## config.mk

```make
export PLATFORM = sky130hd
export DESIGN_NAME = piofce_engine
export DESIGN_NICKNAME = d
export VERILOG_FILES = /design/src/common/piofce_pkg.sv /design/src/hdl/piofce_fifo.sv /design/src/hdl/piofce_engine.sv
export SDC_FILE = /design/constraint.sdc
export NUM_CORES = 1
export LEC_CHECK = 0
export BUFFER_PORTS_ARGS = -buffer_cell sky130_fd_sc_hd__buf_2
export CAP_MARGIN = 10
export CORE_MARGIN = 2
export CORE_UTILIZATION = 60
export CTS_CLUSTER_DIAMETER = 200
export CTS_CLUSTER_SIZE = 24
export DETAILED_ROUTE_END_ITERATION = 10
export GPL_TIMING_DRIVEN = 0
export HOLD_SLACK_MARGIN = 0.08
export PLACE_DENSITY = 0.85
export SLEW_MARGIN = 15
export SYNTH_ARGS = -nofsm -noshare
export SYNTH_HDL_FRONTEND = slang
export SYNTH_SLANG_ARGS = --single-unit
```

## constraint.sdc

```tcl
create_clock -name clock -period 8.6 [get_ports clock]
set_input_delay 0.86 -clock clock [delete_from_list [all_inputs] [get_ports clock]]
set_output_delay 0.86 -clock clock [all_outputs]
set_load 0.02 [all_outputs]
```

## src/common/piofce_pkg.sv

```systemverilog
// Shared constants for the port function command engine
package piofce_pkg;
  // Function and ROM command codes
  localparam logic [7:0] SKIP_ROM_CODE = 8'hCC;
  localparam logic [7:0] REGISTER_READ_CMD = 8'hF0;
  localparam logic [7:0] SEARCH_WRITE_CMD = 8'hCC;
  localparam logic [7:0] CHANNEL_READ_CMD = 8'hF5;
  localparam logic [7:0] CHANNEL_WRITE_CMD = 8'h5A;
  localparam logic [7:0] LATCH_CLEAR_CMD = 8'hC3;
  // Answer bytes
  localparam logic [7:0] FILL_BYTE = 8'hFF;
  localparam logic [7:0] CONFIRM_BYTE = 8'hAA;
  // Register page addresses, low byte; high byte must be zero
  localparam logic [7:0] TARGET_HIGH_VALID = 8'h00;
  localparam logic [7:0] PIN_STATE_ADDR = 8'h88;
  localparam logic [7:0] OUT_LATCH_ADDR = 8'h89;
  localparam logic [7:0] ACTIVITY_ADDR = 8'h8A;
  localparam logic [7:0] SEL_MASK_ADDR = 8'h8B;
  localparam logic [7:0] POLARITY_ADDR = 8'h8C;
  localparam logic [7:0] CONTROL_STATUS_ADDR = 8'h8D;
  localparam logic [7:0] PAGE_LAST_ADDR = 8'h8F;
  // Control/status field positions
  localparam int CS_ROS_BIT = 2;
  localparam int CS_PORL_BIT = 3;
  localparam int CS_VCC_BIT = 7;
  // Values after reset
  localparam logic [7:0] OUT_LATCH_RESET = 8'hFF;
  localparam logic [7:0] SEL_MASK_RESET = 8'h00;
  localparam logic [7:0] POLARITY_RESET = 8'h00;
  localparam logic [3:0] CONTROL_RESET = 4'h8;
  localparam logic [15:0] CRC_RESET = 16'h0000;
  // Reflected form of x16+x15+x2+1, bits shifted in LSB first
  localparam logic [15:0] CRC_POLY_REFLECTED = 16'hA001;
  // Samples per channel read block
  localparam int SAMPLES_PER_BLOCK = 32;
  // Depth of the receive byte queue
  localparam int RX_QUEUE_DEPTH = 4;
  // Engine states, one-hot
  typedef enum logic [13:0] {
    S_ROM = 14'h0001,
    S_CMD = 14'h0002,
    S_ALO = 14'h0004,
    S_AHI = 14'h0008,
    S_RDD = 14'h0010,
    S_RCRC = 14'h0020,
    S_WCS = 14'h0040,
    S_CHR = 14'h0080,
    S_CCRC = 14'h0100,
    S_CW1 = 14'h0200,
    S_CW2 = 14'h0400,
    S_ACK = 14'h0800,
    S_AA = 14'h1000,
    S_FF = 14'h2000
  } piofce_state_e;
endpackage : piofce_pkg

```

## src/hdl/piofce_fifo.sv

```systemverilog
// Small flip-flop FIFO with valid/ready on both sides
`timescale 1ns/10ps
module piofce_fifo #(
  parameter int WIDTH = 8,
  parameter int DEPTH = 4
) (
  // Clock and reset
  input wire logic clock,
  input wire logic rst_n,
  input wire logic flush,
  // Filling side
  input wire logic in_valid,
  input wire logic [WIDTH-1:0] in_data,
  output logic in_ready,
  // Draining side
  output logic out_valid,
  output logic [WIDTH-1:0] out_data,
  input wire logic out_ready
);
  localparam int AW = (DEPTH > 1) ? $clog2(DEPTH) : 1;
  localparam logic [AW-1:0] LAST = AW'(DEPTH - 1);
  localparam logic [AW:0] FULL = (AW + 1)'(DEPTH);

  logic [WIDTH-1:0] mem_q [DEPTH];
  logic [AW-1:0] wr_q, wr_d, rd_q, rd_d;
  logic [AW:0] cnt_q, cnt_d;
  logic rdy_q, rdy_d;
  logic push, pop;

  assign push = in_valid & rdy_q;
  assign pop = out_valid & out_ready;
  assign in_ready = rdy_q;
  assign out_valid = (cnt_q != '0);
  assign out_data = mem_q[rd_q];

  // Pointer and count update; flush drops everything queued
  always_comb begin
    wr_d = wr_q;
    rd_d = rd_q;
    cnt_d = cnt_q;
    if (push) begin
      wr_d = (wr_q == LAST) ? '0 : wr_q + 1'b1;
    end
    if (pop) begin
      rd_d = (rd_q == LAST) ? '0 : rd_q + 1'b1;
    end
    cnt_d = cnt_q + (push ? 1'b1 : 1'b0) - (pop ? 1'b1 : 1'b0);
    if (flush) begin
      wr_d = '0;
      rd_d = '0;
      cnt_d = '0;
    end
    rdy_d = (cnt_d != FULL);
  end

  always_ff @(posedge clock) begin
    if (!rst_n) begin
      wr_q <= '0;
      rd_q <= '0;
      cnt_q <= '0;
      rdy_q <= 1'b0;
    end else begin
      wr_q <= wr_d;
      rd_q <= rd_d;
      cnt_q <= cnt_d;
      rdy_q <= rdy_d;
    end
  end

  // Storage, one entry per word
  for (genvar i = 0; i < DEPTH; i++) begin : g_mem
    always_ff @(posedge clock) begin
      if (push && wr_q == AW'(i)) begin
        mem_q[i] <= in_data;
      end
    end
  end
endmodule : piofce_fifo

```

## src/hdl/piofce_engine.sv

```systemverilog
// Function command engine of an eight-channel open-drain port expander
// Functional notes
// - Skip-ROM CCh precedes commands; bytes LSB first
// - Register read F0h, then address low, high
// - Valid read: data, inverted CRC, then FFh
// - Invalid read address: only FFh until reset
// - Search write CCh, address, data bytes stored
// - After search write: no CRC, reads FFh
// - Invalid search write address: no data, FFh
// - Channel read: endless 32 samples plus CRC
// - Pins sampled right before each channel byte
// - Outputs change on exact complement pair, or reset pin low in reset mode
// - Accepted pair answers AAh then pin sample
// - Write pairs repeat until bus reset
// - Bad pair: outputs kept, loop ends, FFh
// - Latch clear command always carried out
// - CRC16 x16+x15+x2+1, cleared start, inverted
// - Read CRC spans command, address, data to 8Fh
// - First channel CRC has command; later only samples
`timescale 1ns/10ps
module piofce_engine #(
  parameter int RX_DEPTH = piofce_pkg::RX_QUEUE_DEPTH,
  parameter logic VCC_PRESENT = 1'b1
) (
  // Clock and reset
  input wire logic clock,
  input wire logic rst_n,
  // Bytes received from the bus, LSB already first in bit 0
  input wire logic rx_valid,
  input wire logic [7:0] rx_byte,
  output logic rx_ready,
  // Read slot byte requests and answers
  input wire logic tx_req,
  output logic tx_valid,
  output logic [7:0] tx_byte,
  // Bus reset seen by the slot layer
  input wire logic bus_reset,
  // Open-drain port pins
  input wire logic [7:0] pio_in,
  output logic [7:0] pio_out,
  output logic [7:0] pio_oe,
  // Reset input or strobe output pin
  input wire logic reset_or_strobe_pin_in,
  output logic reset_or_strobe_pin_out,
  output logic reset_or_strobe_pin_oe
);
  localparam logic [4:0] LAST_SAMPLE = 5'(piofce_pkg::SAMPLES_PER_BLOCK - 1);

  piofce_pkg::piofce_state_e state_q, state_d;
  logic [7:0] addr_q, addr_d;
  logic [7:0] first_q, first_d;
  logic [15:0] crc_q, crc_d;
  logic [4:0] cnt_q, cnt_d;
  logic hi_q, hi_d;
  logic search_q, search_d;
  logic [7:0] latch_q, latch_d;
  logic [7:0] act_q, act_d;
  logic [7:0] mask_q, mask_d;
  logic [7:0] pol_q, pol_d;
  logic [3:0] ctl_q, ctl_d;
  logic tx_valid_q, tx_valid_d;
  logic [7:0] tx_byte_q, tx_byte_d;
  logic [7:0] oe_q, oe_d;
  logic data_valid_pulse_out_q, data_valid_pulse_out_d;
  logic [7:0] pin_meta_q, pin_q, pin_prev_q;
  logic rs_meta_q, rs_q;
  logic q_valid, q_pop, take;
  logic [7:0] q_byte;

  // Receive queue lets the engine stall the slot layer while it answers
  piofce_fifo #(
    .WIDTH(8),
    .DEPTH(RX_DEPTH)
  ) u_rx_queue (
    .clock(clock),
    .rst_n(rst_n),
    .flush(bus_reset),
    .in_valid(rx_valid),
    .in_data(rx_byte),
    .in_ready(rx_ready),
    .out_valid(q_valid),
    .out_data(q_byte),
    .out_ready(q_pop)
  );

  // One CRC16 step per byte, bit 0 first
  function automatic logic [15:0] crc_step(input logic [15:0] c, input logic [7:0] b);
    logic [15:0] r;
    r = c;
    for (int i = 0; i < 8; i++) begin
      if (r[0] ^ b[i]) begin
        r = (r >> 1) ^ piofce_pkg::CRC_POLY_REFLECTED;
      end else begin
        r = r >> 1;
      end
    end
    return r;
  endfunction : crc_step

  // Register page contents as seen by a register read
  function automatic logic [7:0] page_byte(input logic [7:0] a);
    logic [7:0] v;
    v = piofce_pkg::FILL_BYTE;
    case (a)
      piofce_pkg::PIN_STATE_ADDR: v = pin_q;
      piofce_pkg::OUT_LATCH_ADDR: v = latch_q;
      piofce_pkg::ACTIVITY_ADDR: v = act_q;
      piofce_pkg::SEL_MASK_ADDR: v = mask_q;
      piofce_pkg::POLARITY_ADDR: v = pol_q;
      piofce_pkg::CONTROL_STATUS_ADDR: begin
        v = {4'h0, ctl_q};
        v[piofce_pkg::CS_VCC_BIT] = VCC_PRESENT;
      end
      default: v = piofce_pkg::FILL_BYTE;
    endcase
    return v;
  endfunction : page_byte

  // Bytes are held while answering data, CRC, samples or a write pair; every other state drains them
  always_comb begin
    case (state_q)
      piofce_pkg::S_RDD, piofce_pkg::S_RCRC, piofce_pkg::S_CHR,
      piofce_pkg::S_CCRC, piofce_pkg::S_ACK: take = 1'b0;
      default: take = 1'b1;
    endcase
  end
  // A bus reset drops the head byte rather than letting it touch any register
  assign q_pop = q_valid & take & ~bus_reset;

  // Command sequencing, answers and register updates
  always_comb begin
    state_d = state_q;
    addr_d = addr_q;
    first_d = first_q;
    crc_d = crc_q;
    cnt_d = cnt_q;
    hi_d = hi_q;
    search_d = search_q;
    latch_d = latch_q;
    mask_d = mask_q;
    pol_d = pol_q;
    ctl_d = ctl_q;
    data_valid_pulse_out_d = 1'b0;
    tx_valid_d = tx_req;
    // The answer byte stands until the next read slot replaces it
    tx_byte_d = tx_req ? piofce_pkg::FILL_BYTE : tx_byte_q;
    // Activity latches: a change seen in the same cycle as a clear still sets
    act_d = act_q;
    case (state_q)
      piofce_pkg::S_ROM: begin
        if (q_pop) begin
          // Any other ROM byte leaves the device silent until bus reset
          state_d = (q_byte == piofce_pkg::SKIP_ROM_CODE) ? piofce_pkg::S_CMD
                                                           : piofce_pkg::S_FF;
        end
      end
      piofce_pkg::S_CMD: begin
        if (q_pop) begin
          crc_d = crc_step(piofce_pkg::CRC_RESET, q_byte);
          cnt_d = '0;
          hi_d = 1'b0;
          case (q_byte)
            piofce_pkg::REGISTER_READ_CMD: begin
              search_d = 1'b0;
              state_d = piofce_pkg::S_ALO;
            end
            piofce_pkg::SEARCH_WRITE_CMD: begin
              search_d = 1'b1;
              state_d = piofce_pkg::S_ALO;
            end
            piofce_pkg::CHANNEL_READ_CMD: state_d = piofce_pkg::S_CHR;
            piofce_pkg::CHANNEL_WRITE_CMD: state_d = piofce_pkg::S_CW1;
            piofce_pkg::LATCH_CLEAR_CMD: begin
              act_d = '0;
              state_d = piofce_pkg::S_AA;
            end
            default: state_d = piofce_pkg::S_FF;
          endcase
        end
      end
      piofce_pkg::S_ALO: begin
        if (q_pop) begin
          addr_d = q_byte;
          crc_d = crc_step(crc_q, q_byte);
          state_d = piofce_pkg::S_AHI;
        end
      end
      piofce_pkg::S_AHI: begin
        if (q_pop) begin
          crc_d = crc_step(crc_q, q_byte);
          state_d = piofce_pkg::S_FF;
          if (q_byte == piofce_pkg::TARGET_HIGH_VALID) begin
            if (!search_q && addr_q >= piofce_pkg::PIN_STATE_ADDR &&
                addr_q <= piofce_pkg::PAGE_LAST_ADDR) begin
              state_d = piofce_pkg::S_RDD;
            end
            if (search_q && addr_q >= piofce_pkg::SEL_MASK_ADDR &&
                addr_q <= piofce_pkg::CONTROL_STATUS_ADDR) begin
              state_d = piofce_pkg::S_WCS;
            end
          end
        end
      end
      piofce_pkg::S_RDD: begin
        if (tx_req) begin
          tx_byte_d = page_byte(addr_q);
          crc_d = crc_step(crc_q, page_byte(addr_q));
          if (addr_q == piofce_pkg::PAGE_LAST_ADDR) begin
            state_d = piofce_pkg::S_RCRC;
          end else begin
            addr_d = addr_q + 8'h01;
          end
        end
      end
      piofce_pkg::S_RCRC: begin
        if (tx_req) begin
          tx_byte_d = hi_q ? ~crc_q[15:8] : ~crc_q[7:0];
          hi_d = ~hi_q;
          if (hi_q) begin
            state_d = piofce_pkg::S_FF;
          end
        end
      end
      piofce_pkg::S_WCS: begin
        // Bytes past the control register are dropped; reads answer FFh
        if (q_pop) begin
          case (addr_q)
            piofce_pkg::SEL_MASK_ADDR: mask_d = q_byte;
            piofce_pkg::POLARITY_ADDR: pol_d = q_byte;
            piofce_pkg::CONTROL_STATUS_ADDR: begin
              ctl_d[2:0] = q_byte[2:0];
              // The power-on latch can only be cleared by software
              ctl_d[piofce_pkg::CS_PORL_BIT] = ctl_q[piofce_pkg::CS_PORL_BIT] &
                                               q_byte[piofce_pkg::CS_PORL_BIT];
            end
            default: ;
          endcase
          if (addr_q <= piofce_pkg::CONTROL_STATUS_ADDR) begin
            addr_d = addr_q + 8'h01;
          end
        end
      end
      piofce_pkg::S_CHR: begin
        if (tx_req) begin
          tx_byte_d = pin_q;
          crc_d = crc_step(crc_q, pin_q);
          data_valid_pulse_out_d = 1'b1;
          cnt_d = cnt_q + 5'h01;
          if (cnt_q == LAST_SAMPLE) begin
            state_d = piofce_pkg::S_CCRC;
          end
        end
      end
      piofce_pkg::S_CCRC: begin
        if (tx_req) begin
          tx_byte_d = hi_q ? ~crc_q[15:8] : ~crc_q[7:0];
          hi_d = ~hi_q;
          if (hi_q) begin
            crc_d = piofce_pkg::CRC_RESET;
            cnt_d = '0;
            state_d = piofce_pkg::S_CHR;
          end
        end
      end
      piofce_pkg::S_CW1: begin
        if (q_pop) begin
          first_d = q_byte;
          state_d = piofce_pkg::S_CW2;
        end
      end
      piofce_pkg::S_CW2: begin
        if (q_pop) begin
          if (q_byte == ~first_q) begin
            latch_d = first_q;
            data_valid_pulse_out_d = 1'b1;
            hi_d = 1'b0;
            state_d = piofce_pkg::S_ACK;
          end else begin
            state_d = piofce_pkg::S_FF;
          end
        end
      end
      piofce_pkg::S_ACK: begin
        if (tx_req) begin
          hi_d = ~hi_q;
          tx_byte_d = hi_q ? pin_q : piofce_pkg::CONFIRM_BYTE;
          if (hi_q) begin
            state_d = piofce_pkg::S_CW1;
          end
        end
      end
      piofce_pkg::S_AA: begin
        if (tx_req) begin
          tx_byte_d = piofce_pkg::CONFIRM_BYTE;
        end
      end
      piofce_pkg::S_FF: ;
      default: state_d = piofce_pkg::S_FF;
    endcase
    act_d = act_d | (pin_q ^ pin_prev_q);
    // Reset input mode: a low pin switches every output off
    if (!ctl_q[piofce_pkg::CS_ROS_BIT] && !rs_q) begin
      latch_d = piofce_pkg::OUT_LATCH_RESET;
    end
    // Strobe only in strobe mode; folded in here so the pin comes from one flop
    data_valid_pulse_out_d = data_valid_pulse_out_d & ctl_q[piofce_pkg::CS_ROS_BIT];
    if (bus_reset) begin
      state_d = piofce_pkg::S_ROM;
      tx_valid_d = 1'b0;
      tx_byte_d = tx_byte_q;
      data_valid_pulse_out_d = 1'b0;
    end
    oe_d = ~latch_d;
  end

  // Engine state registers
  always_ff @(posedge clock) begin
    if (!rst_n) begin
      state_q <= piofce_pkg::S_ROM;
      addr_q <= 8'h00;
      first_q <= 8'h00;
      crc_q <= piofce_pkg::CRC_RESET;
      cnt_q <= 5'h00;
      hi_q <= 1'b0;
      search_q <= 1'b0;
      latch_q <= piofce_pkg::OUT_LATCH_RESET;
      act_q <= 8'h00;
      mask_q <= piofce_pkg::SEL_MASK_RESET;
      pol_q <= piofce_pkg::POLARITY_RESET;
      ctl_q <= piofce_pkg::CONTROL_RESET;
      tx_valid_q <= 1'b0;
      tx_byte_q <= piofce_pkg::FILL_BYTE;
      oe_q <= 8'h00;
      data_valid_pulse_out_q <= 1'b0;
    end else begin
      state_q <= state_d;
      addr_q <= addr_d;
      first_q <= first_d;
      crc_q <= crc_d;
      cnt_q <= cnt_d;
      hi_q <= hi_d;
      search_q <= search_d;
      latch_q <= latch_d;
      act_q <= act_d;
      mask_q <= mask_d;
      pol_q <= pol_d;
      ctl_q <= ctl_d;
      tx_valid_q <= tx_valid_d;
      tx_byte_q <= tx_byte_d;
      oe_q <= oe_d;
      data_valid_pulse_out_q <= data_valid_pulse_out_d;
    end
  end

  // Pin synchronisers; the previous sample feeds the activity latches
  always_ff @(posedge clock) begin
    if (!rst_n) begin
      pin_meta_q <= 8'hFF;
      pin_q <= 8'hFF;
      pin_prev_q <= 8'hFF;
      rs_meta_q <= 1'b1;
      rs_q <= 1'b1;
    end else begin
      pin_meta_q <= pio_in;
      pin_q <= pin_meta_q;
      pin_prev_q <= pin_q;
      rs_meta_q <= reset_or_strobe_pin_in;
      rs_q <= rs_meta_q;
    end
  end

  // Open-drain drive: only ever pulls low
  assign pio_out = 8'h00;
  assign pio_oe = oe_q;
  assign reset_or_strobe_pin_out = 1'b0;
  assign reset_or_strobe_pin_oe = data_valid_pulse_out_q;
  assign tx_valid = tx_valid_q;
  assign tx_byte = tx_byte_q;
endmodule : piofce_engine

```

# --- Yosys cells after proc, flatten, opt, wreduce, memory -nomap -nowiden ---
# Memories as Yosys holds them, arrays and structs flattened. A register that Yosys moved wholly into a read port is not among the register bits.
# Cells that the tools add are included.
totals:
  ff_bits: 141
  ramBits: 32
  in_bits: 22
  out_inout_bits: 28
  wordCells: 423
  memories: 1
mem_list:
  columns: ["name", "depth", "width", "read_ports", "rd_ports_with_merged_regs", "write_ports", "line", "text"]
  rows:
  - ["u_rx_queue.mem_q", 4, 8, 1, 1, 1, "piofce_fifo.sv:24", "logic [WIDTH-1:0] mem_q [DEPTH];"]
op_classes:
  add_sub_neg: 6
  n_lt_le_gt_ge: 4
  eq_ne: 54
  muxes: 204
  bitwise_logic: 90
  reduce_logical: 39
op_table:
  columns: ["operator", "n"]
  rows:
  - ["$mux 16", 115]
  - ["$mux 14", 21]
  - ["$mux 8", 25]
  - ["$pmux 14 s12", 1]
  - ["$not 2->3", 36]
  - ["$pmux 16 s6", 1]
  - ["$eq 8x8->1 const B", 11]
  - ["$pmux 14 s4", 1]
  - ["$pmux 8 s6", 1]
  - ["$pmux 8 s5", 1]
  - ["$xor 1x1->1", 38]
  - ["$not 8->8", 4]
  - ["$ne 2x2->1 const B", 13]
  - ["$pmux 8 s3", 1]
  - ["$reduce_or 8->1", 3]
  - ["$mux 1", 21]
  - ["$mux 5", 4]
  - ["$reduce_and 17->1", 1]
  - ["$ge 8x8->1 const B", 2]
  - ["$le 8x8->1 const B", 2]
  - ["$ne 2x1->1 const B", 8]
  - ["$pmux 5 s3", 1]
  - ["$eq 14x1->1 const B", 1]
  - ["$eq 14x10->1 const B", 1]
  - ["other kinds (46)", 84]

# --- Logic depth before layout (Yosys ltp) ---
logic_depth:
  ltp_word: 36
  mapped_depth: 14
  depth_no_buf: 12

# --- Modules after synthesis ---
# Synthesis repeated with hierarchy kept, for this count alone.
unflattened:
  cells_unflattened: 977
  hier_area_um2: 9263.9
modules_own_cells:
  columns: ["mod", "instances", "cells_per_inst", "area_per_inst_um2", "seq_area_each_um2"]
  rows:
  - ["piofce_engine", 1, 886, 7587.3, 2662.6]
  - ["piofce_fifo", 1, 91, 1676.6, 1161.1]

# --- Worst setup path after synthesis ---
# No wires, ideal clock.
synth_path:
  path_type: "register to register"
  start: "register state_q[3]"
  end: "register u_rx_queue.rdy_q (netlist: u_rx_queue.in_ready)"
  setup_time_ns: 0.125
  arrival_time_ns: 3.346
  required_time_ns: 8.475
  slack_ns: 5.129
  stages_incl_launch_ff: 15
  n_path_buf: 2
  period_less_slack_ns: 3.471
  path_cell_list: "dfxtp_1 -> buf_2 -> nor4_2 -> nand4b_1 -> nor4b_2 -> or4_1 -> inv_2 -> buf_4 -> ha_1 -> inv_1 -> ha_1 -> fa_1 -> xnor2_1 -> xnor2_1 -> o41a_1"
synth_via:
  elab_chain_len: 10
  elab_cells_between_ends: 14
  cone_classes: "1 x add/sub; 6 x eq/ne; 3 x mux; 3 x bitwise; 1 x reduce/logical"
synth_lines:
  columns: ["item", "line", "text"]
  rows:
  - ["start: declaration", "piofce_engine.sv:49", "piofce_pkg::piofce_state_e state_q, state_d;"]
  - ["start signal: assignment", "piofce_engine.sv:319", "state_q <= piofce_pkg::S_ROM;"]
  - ["start signal: assignment", "piofce_engine.sv:336", "state_q <= state_d;"]
  - ["$eq 14x12->1 (tied with other cells)", "piofce_engine.sv:121", "case (state_q)"]
  - ["$reduce_or 5->1 (*)", "piofce_engine.sv:121", null]
  - ["$mux 1 (*)", "piofce_engine.sv:121", null]
  - ["$and 1x1->1 (*) (2 in a row)", "piofce_engine.sv:128", "assign q_pop = q_valid & take & ~bus_reset;"]
  - ["$and 1x1->1 (*)", "piofce_fifo.sv:31", "assign pop = out_valid & out_ready;"]
  - ["net u_rx_queue.pop", "piofce_fifo.sv:28", "logic push, pop;"]
  - ["$mux 1 (*)", "piofce_fifo.sv:47", "cnt_d = cnt_q + (push ? 1'b1 : 1'b0) - (pop ? 1'b1 : 1'b0);"]
  - ["$sub 3x3->3 (*)", "piofce_fifo.sv:47", null]
  - ["$mux 3 (*)", "piofce_fifo.sv:48", "if (flush) begin"]
  - ["$ne 3x3->1 (*)", "piofce_fifo.sv:53", "rdy_d = (cnt_d != FULL);"]
  - ["end signal: assignment", "piofce_fifo.sv:66", "rdy_q <= rdy_d;"]
  - ["end: declaration", "piofce_fifo.sv:27", "logic rdy_q, rdy_d;"]
# The timed path passes the listed nets; every way through them passes the cells marked *.
# A chain may end at the register's enable or synchronous reset.

# --- Worst setup path in the final report ---
# Same ends and word-level chain as after synthesis.

==> results.tsv <==
metric	value	unit
finClkSkew	10.7	ps
dr.first_iter.drc_count	1057	
fin_crit	4460	ps
drc	0	
ant_nets	0	
setup_tns	0	ps
r2r-end	u_rx_queue.in_ready	
hpwl	19400	um
place.gp.congestion	0.979	
syn_area	9780	sq um
peakVddDrop	0.201	mV
clock-sinks	175	
max_freq	224	MHz
worst_slack	4140	ps
async_flop_share	0	%
post-place-ws	4290	ps
syn_area_per_cell	9.62	sq um
slew_viol_final	0	
row_count	46	
synthToLayoutAreaGrowth	11.2	%
cp-endpoint	u_rx_queue.in_ready	
cts.hold.buffers_added	0	
dr.max_layer_used	met4	
ys_warn_count	0	
grt_max_degree	19	
io_buffers	38	
drtPass1Iterations	8	
coreArea	15900	sq um
dieWidth	132	um
placed_cells	1279	
seq_area	3820	sq um
p_per_area	168	nW/um^2
synthCells	1017	
required	8910	ps
r2r_setup_slack	4140	ps
synth_edf_count	32	
power_switching	0.501	mW
hp-class	flip-flop to flip-flop	
synth_commonest_cells	dfxtp_1, nand2_1, nor2_1, xnor2_1, clkbuf_1	
antenna_found_initial	0	
rsz0062_at_grt	false	
total_power	1.83	mW
rr_startpoint	state_q[3]	
clk_latency	440	ps
seqPwrFrac	46.8	%
grt_use_total	31.4	%
ys_seq_area_share	39.1	%
final-setup-viol-count	0	
synth_area_leaders	dfxtp_1, edfxtp_1, xnor2_1	
power_frac_comb	10.8	%
ys_seq_elements	175	
die_h	132	um
met2_length	12300	um
startpoint_type	flip-flop	
htreeDepth	4	
die_area	17300	sq um
synth.distinct_cells	95	
critPathMaxFanout	10	
relSlewSlack	37.6	%
grt_pass1_wl	42200	um
wl_met1	10900	um
num_vias	8125	
grt_pass1_vias	7722	
worst_slew_pin_slew	928	ps
fin_cells	1311	
final_layout_size_suffix_gt1_share	14.1	%
arrival	4770	ps
p_clk_share	42.4	%
path_clk_slew	70	ps
cts-root-buf	clkbuf_16	
synth_most_common_cell	dfxtp_1	
clockBufferDepth	2	
cts_tree	done	
critical_path_class	flip-flop to flip-flop	
grt_overflow	0	
cts_resized	0	
maxCapViolCount	0	
synth_top_cell_area_share	29.3	%
finalCritPeriodShare	51.9	%
wl_per_cell	20.5	um
ys.flop_type	dfxtp_1	
met3_length	2460	um
fillers	1255	
avgViaCountPerCell	6.20	
synth_area_leader_cell	dfxtp_1	
finalHoldViolations	0	
end_kind	flip-flop	
diodes	0	
p_int	1.33	mW
numCtsBuffers	17	
initial_core_util	61.6	%
reg2regPathDepth	14	
wirelength	26900	um
nets	1129	
io_pins	50	
leakage	4.00	nW
run_status	complete, no violations	
cts_setup_buffers	0	
swShare	27.4	%
multi_input_area	5480	sq um
hp-start	pin_meta_q[5]	
startpoint	state_q[3]	
[power by group through the flow]
stage / combinational (mW) / clock (mW) / sequential (mW)
3_5_place_dp: 0.191 / 0 / 0.874
5_1_grt: 0.211 / 0.806 / 0.857
3_3_place_gp: 0.188 / 0 / 0.874
4_1_cts: 0.193 / 0.777 / 0.856
2_1_floorplan: 0.140 / 0 / 0.873
6_report: 0.198 / 0.776 / 0.856
[state kept, by name, summed over array words and instances (netlist names), 5 cells and up, named ones only]
name	cells
pin_meta_q	8
state_q	14
act_q	8
u_rx_queue.mem_q	32
latch_q	8
pol_q	8
crc_q	16
pin_q	8
first_q	8
tx_byte	8
addr_q	8
pio_oe	8
mask_q	8
cnt_q	5
pin_prev_q	8
[routing by layer]
layer  global-route usage (%)  vias to the layer above
li1                         -                     3737
met1                     40.3                     3834
met2                     50.5                      464
met3                     6.44                       90
met4                     15.7                        0
met5                        0                        -
[stage by stage]
step | utilization (%) | area, sq um | hold slack, ps
6_report | 68.5 | 10900 | 409
5_1_grt | 68.5 | 10900 | 420
4_1_cts | 68.5 | 10900 | 410
3_5_place_dp | 64.7 | 10300 | 394
3_3_place_gp | 64.7 | 10300 | 388
2_1_floorplan | - | 9810 | 386
[cells in the final DEF, fill, tap and decap left out, types with 10 or more instances in the layout]
cell type / instances
buf_2: 52
nor3_1: 14
o21ai_0: 30
inv_1: 17
edfxtp_1: 32
clkbuf_16: 18
clkbuf_1: 44
nand2_1: 97
xor2_1: 24
a21oi_1: 41
o21ai_1: 15
buf_4: 15
nand3_1: 21
a22oi_1: 11
dfxtp_1: 143
and2_1: 18
nor2_1: 61
ha_1: 24
nor2b_1: 42
mux4_2: 10
nand4_1: 16
xnor2_1: 57
nand2b_1: 30
mux2i_1: 40
a21boi_1: 22
[worst min-delay path by stage]
stage	endpoint	slack, ps	cells after the start
5_1_grt	pin_q[1]	420	1
4_1_cts	pin_q[1]	410	1
2_1_floorplan	pin_q[0]	390	1
3_5_place_dp	pin_q[3]	390	1
6_report	pin_q[5]	410	1
3_3_place_gp	pin_q[2]	390	1
[layout make-up]
type	instances	area share [%]
buffer	82	4.08
clock buffer	18	4.14
clock inverter	14	1.37
inverter	19	0.656
multi-input combinational	749	50.4
sequential	175	35.1
tap	216	2.48
timing repair buffer	38	1.75
[cell families (layout without fill, tap and decap cells)]
group | count (synthesis) | in the layout | share of synthesized area (%)
XOR/XNOR | 94 | 94 | 10.2
flip-flops | 175 | 175 | 39.1
adder cells (fa/ha/maj) | 25 | 25 | 3.27
buffers and inverters | 101 | 171 | 5.27
other | 1 | 9 | 0.0383
AO/OA/AOI/OAI | 205 | 205 | 15.0
AND/OR/NAND/NOR | 364 | 364 | 20.5
multiplexers | 52 | 52 | 6.62
[critical path, cell delays in order, from the launching register on]
cell,delay (ps)
dfxtp_1,300
buf_2,160
nor4_2,570
nand4b_1,400
nor4b_2,610
or4_1,410
inv_2,100
buf_4,220
ha_1,290
inv_1,40
ha_1,200
fa_1,410
xnor2_1,190
xnor2_1,100
o41a_1,330
No activity file was read; power rests on OpenSTA's default activity.
